`src/logic/sdcp_pkg.sv`:
```
// Constants, opcodes, states and carriers for the single-pin debug command port
// Assumes a 125 MHz core clock and a host using 8N1 characters at the set rate
package sdcp_pkg;

  // ****************************************
  // Timing
  // ****************************************
  localparam int          CLK_HZ      = 125_000_000;
  localparam int          LINK_BAUD   = 6_250_000;
  localparam logic [11:0] BIT_CYC     = 12'(CLK_HZ / LINK_BAUD);
  localparam logic [11:0] HALF_CYC    = 12'(CLK_HZ / LINK_BAUD / 2);
  localparam logic [3:0]  FRAME_BITS  = 4'h0_00A;

  // ****************************************
  // Opcodes and fields
  // ****************************************
  localparam logic [7:0]  OP_CTL_WR   = 8'h0_004;
  localparam logic [7:0]  OP_CTL_RD   = 8'h0_005;
  localparam logic [7:0]  OP_PC_WR    = 8'h0_006;
  localparam logic [7:0]  OP_PC_RD    = 8'h0_007;
  localparam logic [7:0]  OP_RF_WR    = 8'h0_008;
  localparam int          MODE_BIT    = 7;
  localparam logic [7:0]  CTL_RESET   = 8'h0_000;
  localparam logic [15:0] PC_BLOCKED  = 16'hFFFF;
  localparam logic [8:0]  SIZE_FULL   = 9'h0_100;
  localparam logic [11:0] FLASH_LO    = 12'h0_FF8;
  localparam logic [11:0] FLASH_HI    = 12'h0_FFF;

  // ****************************************
  // Buffer
  // ****************************************
  localparam int          BYTE_W      = 8;
  localparam int          FIFO_DEPTH  = 16;

  typedef enum logic [3:0] {
    ST_OP     = 4'h0,
    ST_CTL_W  = 4'h1,
    ST_PC_H   = 4'h2,
    ST_PC_L   = 4'h3,
    ST_RF_AH  = 4'h4,
    ST_RF_AL  = 4'h5,
    ST_RF_SZ  = 4'h6,
    ST_RF_DAT = 4'h7,
    ST_TX     = 4'h8
  } sdcp_cmd_e;

  typedef enum logic [1:0] {
    RX_IDLE  = 2'h0,
    RX_START = 2'h1,
    RX_DATA  = 2'h2,
    RX_STOP  = 2'h3
  } sdcp_rx_e;

  typedef struct packed {
    logic        valid;
    logic [11:0] addr;
    logic [7:0]  data;
  } sdcp_rf_wr_s;

  typedef struct packed {
    logic        valid;
    logic [15:0] value;
  } sdcp_pc_wr_s;

endpackage : sdcp_pkg

```
`src/logic/sdcp_fifo.sv`:
```
// Flip-flop FIFO with valid/ready on both sides
// Assumes one clock; DEPTH is a power of two
`timescale 1ns/1ns
module sdcp_fifo #(
  parameter int WIDTH = 8,
  parameter int DEPTH = 16
) (
  // Clock and reset
  input  wire logic             i_core_clk,
  input  wire logic             i_reset,
  // Fill side
  input  wire logic             i_valid,
  output logic                  o_ready,
  input  wire logic [WIDTH-1:0] i_data,
  // Drain side
  output logic                  o_valid,
  input  wire logic             i_ready,
  output logic [WIDTH-1:0]      o_data
);

  localparam int AW = $clog2(DEPTH);

  logic [WIDTH-1:0] mem_q [DEPTH];
  logic [AW-1:0]    wr_q, wr_d, rd_q, rd_d;
  logic [AW:0]      cnt_q, cnt_d;
  logic             push, pop;

  assign o_ready = (cnt_q != (AW+1)'(DEPTH));
  assign o_valid = (cnt_q != '0);
  assign o_data  = mem_q[rd_q];
  assign push    = i_valid && o_ready;
  assign pop     = o_valid && i_ready;

  always_comb
  begin
    wr_d  = push ? AW'(wr_q + 1'b1) : wr_q;
    rd_d  = pop ? AW'(rd_q + 1'b1) : rd_q;
    cnt_d = (AW+1)'(cnt_q + {{AW{1'b0}}, push} - {{AW{1'b0}}, pop});
  end

  always_ff @(posedge i_core_clk)
  begin
    if (i_reset)
    begin
      wr_q  <= '0;
      rd_q  <= '0;
      cnt_q <= '0;
    end
    else
    begin
      wr_q  <= wr_d;
      rd_q  <= rd_d;
      cnt_q <= cnt_d;
    end
    if (push)
      mem_q[wr_q] <= i_data;
  end

endmodule : sdcp_fifo

```
`src/logic/sdcp_port.sv`:
```
// Single-pin debug command port: serial link, byte buffer and command decoder
// Assumes the pin is pulled up outside and the host waits for each reply
`timescale 1ns/1ns

// What this block does
// - The link is one open-drain pin carrying 8N1 characters, never receiving while sending.
// - Opcode 04H and one byte load that byte into the debug control register.
// - Under read protection a control write may set the debug mode bit but never clear it.
// - Opcode 05H sends the debug control register back as one byte.
// - Opcode 06H takes the new program counter as high byte then low byte and loads it.
// - Program counter bytes are dropped outside debug mode or under read protection.
// - Opcode 07H returns the program counter high byte first, or FFFFH when blocked.
// - Opcode 08H takes address high nibble, address low byte, size, then the data bytes.
// - A size byte of 0 means 256 data bytes, otherwise the value itself.
// - Outside debug mode register file writes change nothing.
// - Under read protection only flash control registers accept written data.
module sdcp_port (
  // Clock and reset
  input  wire logic                 i_core_clk,
  input  wire logic                 i_reset,
  // Debug serial pin
  input  wire logic                 i_debug_serial_pin,
  output logic                      o_debug_serial_pin,
  output logic                      o_debug_serial_pin_oe_n,
  // Device state
  input  wire logic                 i_read_protect,
  input  wire logic [15:0]          i_pc,
  // Control and writes
  output logic [7:0]                o_debug_control_reg,
  output logic                      o_debug_mode_bit,
  output sdcp_pkg::sdcp_pc_wr_s     o_pc_wr,
  output sdcp_pkg::sdcp_rf_wr_s     o_rf_wr,
  output logic                      o_rx_overrun
);

  // ****************************************
  // Receiver
  // ****************************************
  sdcp_pkg::sdcp_rx_e rx_st_q, rx_st_d;
  logic [11:0] rx_tim_q, rx_tim_d;
  logic [2:0]  rx_bit_q, rx_bit_d;
  logic [7:0]  rx_sh_q, rx_sh_d;
  logic        rx_vld_q, rx_vld_d;
  logic        ovr_q, ovr_d;
  logic        tx_busy;
  logic        fifo_ready;

  always_comb
  begin
    rx_st_d  = rx_st_q;
    rx_tim_d = rx_tim_q;
    rx_bit_d = rx_bit_q;
    rx_sh_d  = rx_sh_q;
    rx_vld_d = 1'b0;
    ovr_d    = ovr_q;
    unique case (rx_st_q)
      sdcp_pkg::RX_IDLE:
        if (!i_debug_serial_pin && !tx_busy)
        begin
          rx_st_d  = sdcp_pkg::RX_START;
          rx_tim_d = sdcp_pkg::HALF_CYC;
        end
      sdcp_pkg::RX_START:
        if (rx_tim_q != '0)
          rx_tim_d = 12'(rx_tim_q - 1'b1);
        else if (i_debug_serial_pin)
          rx_st_d = sdcp_pkg::RX_IDLE; // Glitch, not a start bit
        else
        begin
          rx_st_d  = sdcp_pkg::RX_DATA;
          // Sample on zero, so reload one short to keep the bit period exact
          rx_tim_d = 12'(sdcp_pkg::BIT_CYC - 1'b1);
          rx_bit_d = '0;
        end
      sdcp_pkg::RX_DATA:
        if (rx_tim_q != '0)
          rx_tim_d = 12'(rx_tim_q - 1'b1);
        else
        begin
          rx_sh_d  = {i_debug_serial_pin, rx_sh_q[7:1]};
          rx_tim_d = 12'(sdcp_pkg::BIT_CYC - 1'b1);
          rx_bit_d = 3'(rx_bit_q + 1'b1);
          if (rx_bit_q == 3'h7)
            rx_st_d = sdcp_pkg::RX_STOP;
        end
      sdcp_pkg::RX_STOP:
        if (rx_tim_q != '0)
          rx_tim_d = 12'(rx_tim_q - 1'b1);
        else
        begin
          rx_st_d = sdcp_pkg::RX_IDLE;
          // Framing errors drop the byte
          rx_vld_d = i_debug_serial_pin;
        end
    endcase
    // Link cannot be stalled, so a full buffer loses the byte
    if (rx_vld_q && !fifo_ready)
      ovr_d = 1'b1;
  end

  always_ff @(posedge i_core_clk)
  begin
    if (i_reset)
    begin
      rx_st_q  <= sdcp_pkg::RX_IDLE;
      rx_tim_q <= '0;
      rx_bit_q <= '0;
      rx_sh_q  <= '0;
      rx_vld_q <= 1'b0;
      ovr_q    <= 1'b0;
    end
    else
    begin
      rx_st_q  <= rx_st_d;
      rx_tim_q <= rx_tim_d;
      rx_bit_q <= rx_bit_d;
      rx_sh_q  <= rx_sh_d;
      rx_vld_q <= rx_vld_d;
      ovr_q    <= ovr_d;
    end
  end

  // ****************************************
  // Byte buffer
  // ****************************************
  logic       byte_vld;
  logic       byte_take;
  logic [7:0] byte_val;

  sdcp_fifo #(
    .WIDTH (sdcp_pkg::BYTE_W),
    .DEPTH (sdcp_pkg::FIFO_DEPTH)
  ) u_fifo (
    .i_core_clk (i_core_clk),
    .i_reset    (i_reset),
    .i_valid    (rx_vld_q),
    .o_ready    (fifo_ready),
    .i_data     (rx_sh_q),
    .o_valid    (byte_vld),
    .i_ready    (byte_take),
    .o_data     (byte_val)
  );

  // ****************************************
  // Command decoder
  // ****************************************
  sdcp_pkg::sdcp_cmd_e st_q, st_d;
  logic [7:0]  ctl_q, ctl_d;
  logic [7:0]  pch_q, pch_d;
  logic [11:0] addr_q, addr_d;
  logic [8:0]  cnt_q, cnt_d;
  logic [15:0] rsp_q, rsp_d;
  logic [1:0]  rsp_n_q, rsp_n_d;
  sdcp_pkg::sdcp_pc_wr_s pcw_q, pcw_d;
  sdcp_pkg::sdcp_rf_wr_s rfw_q, rfw_d;
  logic        tx_start;
  logic        dbg_ok;

  function automatic logic in_flash(input logic [11:0] a);
    in_flash = (a >= sdcp_pkg::FLASH_LO) && (a <= sdcp_pkg::FLASH_HI);
  endfunction : in_flash

  assign dbg_ok    = ctl_q[sdcp_pkg::MODE_BIT] && !i_read_protect;
  // Decoder stalls during a reply, letting the buffer absorb bytes
  assign byte_take = byte_vld && (st_q != sdcp_pkg::ST_TX);
  assign tx_start  = (st_q == sdcp_pkg::ST_TX) && !tx_busy && (rsp_n_q != '0);

  always_comb
  begin
    st_d    = st_q;
    ctl_d   = ctl_q;
    pch_d   = pch_q;
    addr_d  = addr_q;
    cnt_d   = cnt_q;
    rsp_d   = rsp_q;
    rsp_n_d = rsp_n_q;
    pcw_d   = '0;
    rfw_d   = '0;
    unique case (st_q)
      sdcp_pkg::ST_OP:
        if (byte_take)
          unique case (byte_val)
            sdcp_pkg::OP_CTL_WR: st_d = sdcp_pkg::ST_CTL_W;
            sdcp_pkg::OP_CTL_RD:
            begin
              rsp_d   = {ctl_q, 8'h0_000};
              rsp_n_d = 2'h1;
              st_d    = sdcp_pkg::ST_TX;
            end
            sdcp_pkg::OP_PC_WR: st_d = sdcp_pkg::ST_PC_H;
            sdcp_pkg::OP_PC_RD:
            begin
              rsp_d   = dbg_ok ? i_pc : sdcp_pkg::PC_BLOCKED;
              rsp_n_d = 2'h2;
              st_d    = sdcp_pkg::ST_TX;
            end
            sdcp_pkg::OP_RF_WR: st_d = sdcp_pkg::ST_RF_AH;
            // Unknown opcodes take one byte only
            default: st_d = sdcp_pkg::ST_OP;
          endcase
      sdcp_pkg::ST_CTL_W:
        if (byte_take)
        begin
          ctl_d = byte_val;
          if (i_read_protect && ctl_q[sdcp_pkg::MODE_BIT])
            ctl_d[sdcp_pkg::MODE_BIT] = 1'b1;
          st_d = sdcp_pkg::ST_OP;
        end
      sdcp_pkg::ST_PC_H:
        if (byte_take)
        begin
          pch_d = byte_val;
          st_d  = sdcp_pkg::ST_PC_L;
        end
      sdcp_pkg::ST_PC_L:
        if (byte_take)
        begin
          pcw_d.valid = dbg_ok;
          pcw_d.value = {pch_q, byte_val};
          st_d        = sdcp_pkg::ST_OP;
        end
      sdcp_pkg::ST_RF_AH:
        if (byte_take)
        begin
          addr_d = {byte_val[3:0], 8'h0_000};
          st_d   = sdcp_pkg::ST_RF_AL;
        end
      sdcp_pkg::ST_RF_AL:
        if (byte_take)
        begin
          addr_d = {addr_q[11:8], byte_val};
          st_d   = sdcp_pkg::ST_RF_SZ;
        end
      sdcp_pkg::ST_RF_SZ:
        if (byte_take)
        begin
          cnt_d = (byte_val == '0) ? sdcp_pkg::SIZE_FULL : {1'b0, byte_val};
          st_d  = sdcp_pkg::ST_RF_DAT;
        end
      sdcp_pkg::ST_RF_DAT:
        if (byte_take)
        begin
          rfw_d.valid = ctl_q[sdcp_pkg::MODE_BIT]
                        && (!i_read_protect || in_flash(addr_q));
          rfw_d.addr  = addr_q;
          rfw_d.data  = byte_val;
          addr_d      = 12'(addr_q + 1'b1);
          cnt_d       = 9'(cnt_q - 1'b1);
          if (cnt_q == 9'h0_001)
            st_d = sdcp_pkg::ST_OP;
        end
      sdcp_pkg::ST_TX:
        if (tx_start)
        begin
          rsp_d   = {rsp_q[7:0], 8'h0_000};
          rsp_n_d = 2'(rsp_n_q - 1'b1);
        end
        else if (!tx_busy && rsp_n_q == '0)
          st_d = sdcp_pkg::ST_OP;
      default: st_d = sdcp_pkg::ST_OP;
    endcase
  end

  always_ff @(posedge i_core_clk)
  begin
    if (i_reset)
    begin
      st_q    <= sdcp_pkg::ST_OP;
      ctl_q   <= sdcp_pkg::CTL_RESET;
      pch_q   <= '0;
      addr_q  <= '0;
      cnt_q   <= '0;
      rsp_q   <= '0;
      rsp_n_q <= '0;
      pcw_q   <= '0;
      rfw_q   <= '0;
    end
    else
    begin
      st_q    <= st_d;
      ctl_q   <= ctl_d;
      pch_q   <= pch_d;
      addr_q  <= addr_d;
      cnt_q   <= cnt_d;
      rsp_q   <= rsp_d;
      rsp_n_q <= rsp_n_d;
      pcw_q   <= pcw_d;
      rfw_q   <= rfw_d;
    end
  end

  // ****************************************
  // Transmitter
  // ****************************************
  logic [9:0]  tx_sh_q, tx_sh_d;
  logic [3:0]  tx_bits_q, tx_bits_d;
  logic [11:0] tx_tim_q, tx_tim_d;

  assign tx_busy = (tx_bits_q != '0);

  always_comb
  begin
    tx_sh_d   = tx_sh_q;
    tx_bits_d = tx_bits_q;
    tx_tim_d  = tx_tim_q;
    if (tx_start)
    begin
      tx_sh_d   = {1'b1, rsp_q[15:8], 1'b0};
      tx_bits_d = sdcp_pkg::FRAME_BITS;
      tx_tim_d  = sdcp_pkg::BIT_CYC;
    end
    else if (tx_busy)
    begin
      if (tx_tim_q != 12'h0_001)
        tx_tim_d = 12'(tx_tim_q - 1'b1);
      else
      begin
        tx_sh_d   = {1'b1, tx_sh_q[9:1]};
        tx_bits_d = 4'(tx_bits_q - 1'b1);
        tx_tim_d  = sdcp_pkg::BIT_CYC;
      end
    end
  end

  always_ff @(posedge i_core_clk)
  begin
    if (i_reset)
    begin
      tx_sh_q   <= '1;
      tx_bits_q <= '0;
      tx_tim_q  <= '0;
    end
    else
    begin
      tx_sh_q   <= tx_sh_d;
      tx_bits_q <= tx_bits_d;
      tx_tim_q  <= tx_tim_d;
    end
  end

  // Open drain: only zero bits pull the pin, ones are left to the pull-up
  assign o_debug_serial_pin      = 1'b0;
  assign o_debug_serial_pin_oe_n = !(tx_busy && !tx_sh_q[0]);
  assign o_debug_control_reg     = ctl_q;
  assign o_debug_mode_bit        = ctl_q[sdcp_pkg::MODE_BIT];
  assign o_pc_wr                 = pcw_q;
  assign o_rf_wr                 = rfw_q;
  assign o_rx_overrun            = ovr_q;
endmodule : sdcp_port

```
`config.mk`:
```
export PLATFORM = sky130hd
export DESIGN_NAME = sdcp_port
export DESIGN_NICKNAME = d
export VERILOG_FILES = /design/src/logic/sdcp_pkg.sv /design/src/logic/sdcp_fifo.sv /design/src/logic/sdcp_port.sv
export SDC_FILE = /design/constraint.sdc
export NUM_CORES = 1
export LEC_CHECK = 0
export BUFFER_PORTS_ARGS = -buffer_cell sky130_fd_sc_hd__buf_2
export CAP_MARGIN = 10
export CORE_MARGIN = 8
export CORE_UTILIZATION = 50
export CTS_CLUSTER_SIZE = 25
export DETAILED_ROUTE_END_ITERATION = 7
export HOLD_SLACK_MARGIN = 0.03
export PLACE_DENSITY = 0.7
export SYNTH_ARGS = -nofsm -noshare
export SYNTH_HDL_FRONTEND = slang
export SYNTH_SLANG_ARGS = --single-unit
```
`constraint.sdc`:
```
create_clock -name i_core_clk -period 2.6 [get_ports i_core_clk]
set_input_delay 0.78 -clock i_core_clk [delete_from_list [all_inputs] [get_ports i_core_clk]]
set_output_delay 0.78 -clock i_core_clk [all_outputs]
set_load 0.05 [all_outputs]
```
==> metrics.md <==
| Metric | Value |
|---|---|
| Largest stage delay on the critical path | `a little under 500 ps` |
| GRT Overall Usage | `between 10% and 20%` |
| Maximum number of pins on one net before global-route repair | `a little under 70` |
| Initial core utilization | `just over 50%` |
| Max Transition Viols Final | `0` |
| Slowest cell on the critical path | `sky130_fd_sc_hd__mux4_2` |
| Overall routed net length | `28300 µm` |
| Top Ports | `70` |
| Cell type with the highest aggregate area in the netlist | `sky130_fd_sc_hd__edfxtp_1` |
| Power density of the placed cells | `around 850 nW/µm²` |
| Portion of synthesized cell area occupied by the leading cell type | `30.5%` |
| Synthesized flop and latch total | `294` |
| Data arrival at the endpoint of the critical path | `roughly 3200 ps` |
| Cell count after synthesis | `1116` |
| Vias per Instance | `5.49` |
| Type of element capturing the critical path | `register` |
| DRC errors left | `0` |
| Library cells used by synthesis | `71` |
| Global-route wire length before repair | `45500 µm` |
| Leading cell type in the layout, fill and taps excluded | `sky130_fd_sc_hd__dfxtp_1` |
| Number of standard cells in the final layout excluding fillers | `~1600` |
| Fraction of final layout cells sized beyond drive strength 1 | `around 24%` |
| Routed wire length per instance | `17.6 µm` |
| Endpoints failing setup | `9` |
| Port Buf Inserts | `68` |
| Relative max-transition margin | `42.5%` |
| Top cells by area, synth | `sky130_fd_sc_hd__edfxtp_1, sky130_fd_sc_hd__dfxtp_1, sky130_fd_sc_hd__nor2_1` |
| Leakage Power | `5.77 nW` |
| Half-perimeter wire length after detailed placement | `19200 µm` |
| Horizontal die dimension | `about 170 µm` |
| Worst min path class | `primary input to register` |
| Outcome | `finished, violations left` |
| Maximum vdd drop | `0.000475 V` |
| Antenna violations before repair | `0` |
| Buf/Inv on CP | `1` |
| Synthesized cell area | `12600 µm²` |
| Highest-count cells in the layout ignoring fill and taps | `sky130_fd_sc_hd__dfxtp_1, sky130_fd_sc_hd__nor2_1, sky130_fd_sc_hd__edfxtp_1` |
| Proportion of power drawn by combinational gates | `27.8%` |
| Warning count from the yosys run | `0` |
| Final critical path time including I/O delays and setup | `2690 ps` |
| Switching power summed over all nets | `between 3 and 4 mW` |
| Layout net count | `1306` |
| Cell area reported after detailed placement | `13800 µm²` |
| Startpoint of the worst hold path | `i_read_protect` |
| Maximum frequency from static timing analysis | `371 MHz` |
| Cell total after placement | `between 1500 and 2000` |
| Part of the Yosys area used for sequential elements | `56.9%` |
| Area enclosed by the die boundary | `30500 µm²` |
| Clock Latency Late Sink | `560 ps` |
| Clk pwr share | `32.1%` |
| Vias in the first global route | `8579` |
| CTS tree | `done` |
| Share of flip-flops with an asynchronous set or reset after synthesis | `0%` |
| Avg Cell Area, Syn | `11.3 µm²` |
| Max reg flops | `128` |
| Placer Congestion | `roughly 0.84` |
| Clock slew at reported path FFs | `60 ps` |
| Clock buffer count from CTS | `30` |
| Number of core rows | `58` |
| Final critical-path share of the clock period | `104%` |
| TNS Setup | `-616 ps` |
| Startpoint type of the worst setup path | `register` |
| Final Total Pwr | `12.8 mW` |
| Worst slack on hold paths | `~470 ps` |
| Non-Filler Cell Area, Final | `15000 µm²` |
| Routed Antenna Nets | `0` |
| Number of clock sinks | `294` |
| Number of synthesized flops with an enable pin | `128` |
| Signed area change from the synthesized netlist to the final layout | `19.5%` |
| Data required time of the worst path | `3080 ps` |
| Dominant register cell in the synthesized netlist | `sky130_fd_sc_hd__dfxtp_1` |
| Post-cts hold buffer count | `0` |
| Syn_nets | `roughly 1200` |
| Violated checks | `setup timing` |
| Setup repair after global routing missed its margin | `yes` |
| Max FO, Critical Path | `8` |
| Largest register by flop count | `u_fifo.mem_q` |
| Maximum clock insertion buffer count | `3` |
| Worst Setup Path Type | `register to register` |
| CTS H-tree depth | `1` |
| CP top delay family | `simple AND/OR/NAND/NOR gates` |
| Internal Pwr Total | `8.94 mW` |
| Total core area | `25000 µm²` |
| Final antenna diode count | `0` |
| CTS Root Cell | `sky130_fd_sc_hd__clkbuf_16` |
| Chip height | `between 150 and 200 µm` |
| Switching power share of the total | `29.9%` |
| Transition time at the pin with the least slew margin | `862 ps` |
| Register share of total power | `about two fifths` |
| Number of hold violations in the final report | `0` |
| Number of detailed-routing iterations run before antenna repair | `6` |
| Max-cap violations | `0` |
| Starting DRC count in detailed routing | `555` |
| Series of cell instances along the critical path | `buf_12, mux4_2, mux2_4, o31ai_4, and3_4, and4_4, or3b_4, o2bb2ai_2` |
| Routed via count | `around 9000` |
| Global-route congestion overflow total | `0` |
| Worst clock skew | `roughly 22 ps` |
| Final WS setup | `-92.2 ps` |
final cells by class:
type / count / area (µm²)
fillers: 1996 / 9920
flip-flops and latches: 294 / 7180
multi-input cells: 727 / 5180
repair buffers: 166 / 1190
clock buffers: 43 / 872
well taps: 330 / 413
inverters: 38 / 143
clock inverters: 10 / 76.3
metrics by stage:
step           setup slack [ps]  util, %
6_report                  -92.2     60.3
5_1_grt                    -185     60.3
4_1_cts                    -171     59.9
3_5_place_dp               -365     55.2
3_3_place_gp               -296     55.2
2_1_floorplan             -18.3        -
path summary, 6_finish.rpt:
| check | endpoint | slack, ps | cells after the start |
|---|---|---|---|
| worst max-delay path | rsp_q[1] | -90 | 8 |
| worst min-delay path | o_rf_wr[20] | 470 | 2 |
| worst max register to register | rsp_q[1] | -90 | 8 |
| worst min register to register | tx_tim_q[3] | 470 | 2 |
Yosys cell counts, drive strengths merged, types with 15 or more instances:
master and number:
inv 38, clkbuf 38, nor2 161, mux4 24, or2 17, nand2 68, nor3 41, o21ai 37
xnor2 15, edfxtp 128, nor2b 17, a21oi 78, ha 28, and3 24, dfxtp 166, mux2i 45
buf 19, nand3 21
power by group through the flow:
stage	combinational [mW]	sequential, mW	clock, mW
6_report	3.55	5.11	4.10
5_1_grt	3.87	5.13	4.35
4_1_cts	3.42	5.10	4.17
3_5_place_dp	3.17	5.18	0
3_3_place_gp	3.10	5.17	0
2_1_floorplan	2.24	5.14	0
kinds of logic (layout without fill, tap and decap cells):
group	count (synthesis)	after routing	share of synthesized area, %
and+or+nand+nor	404	404	15.5
DFF	294	294	56.9
AOI/OAI and AO/OA	194	194	10.6
buffers and inverters	95	257	3.59
muxes	71	71	8.47
adders and majority gates	29	29	2.94
xor gates and xnor gates	28	28	1.95
other	1	1	0.0298
timing repair:
item	CTS	global route
setup buffers	5	4
gates resized for setup	48	28
pin swaps	20	11
setup endpoints to repair	20	22
gates cloned	1	0
per-layer routing:
metal	up-vias	track usage [%]	share of wire, %
met1	4225	23.5	43
met5	-	0	0
met2	246	30.7	48
met3	39	2.87	6.4
li1	4313	-	-
met4	0	5.19	2.0
No activity file was read; power rests on OpenSTA's default activity.
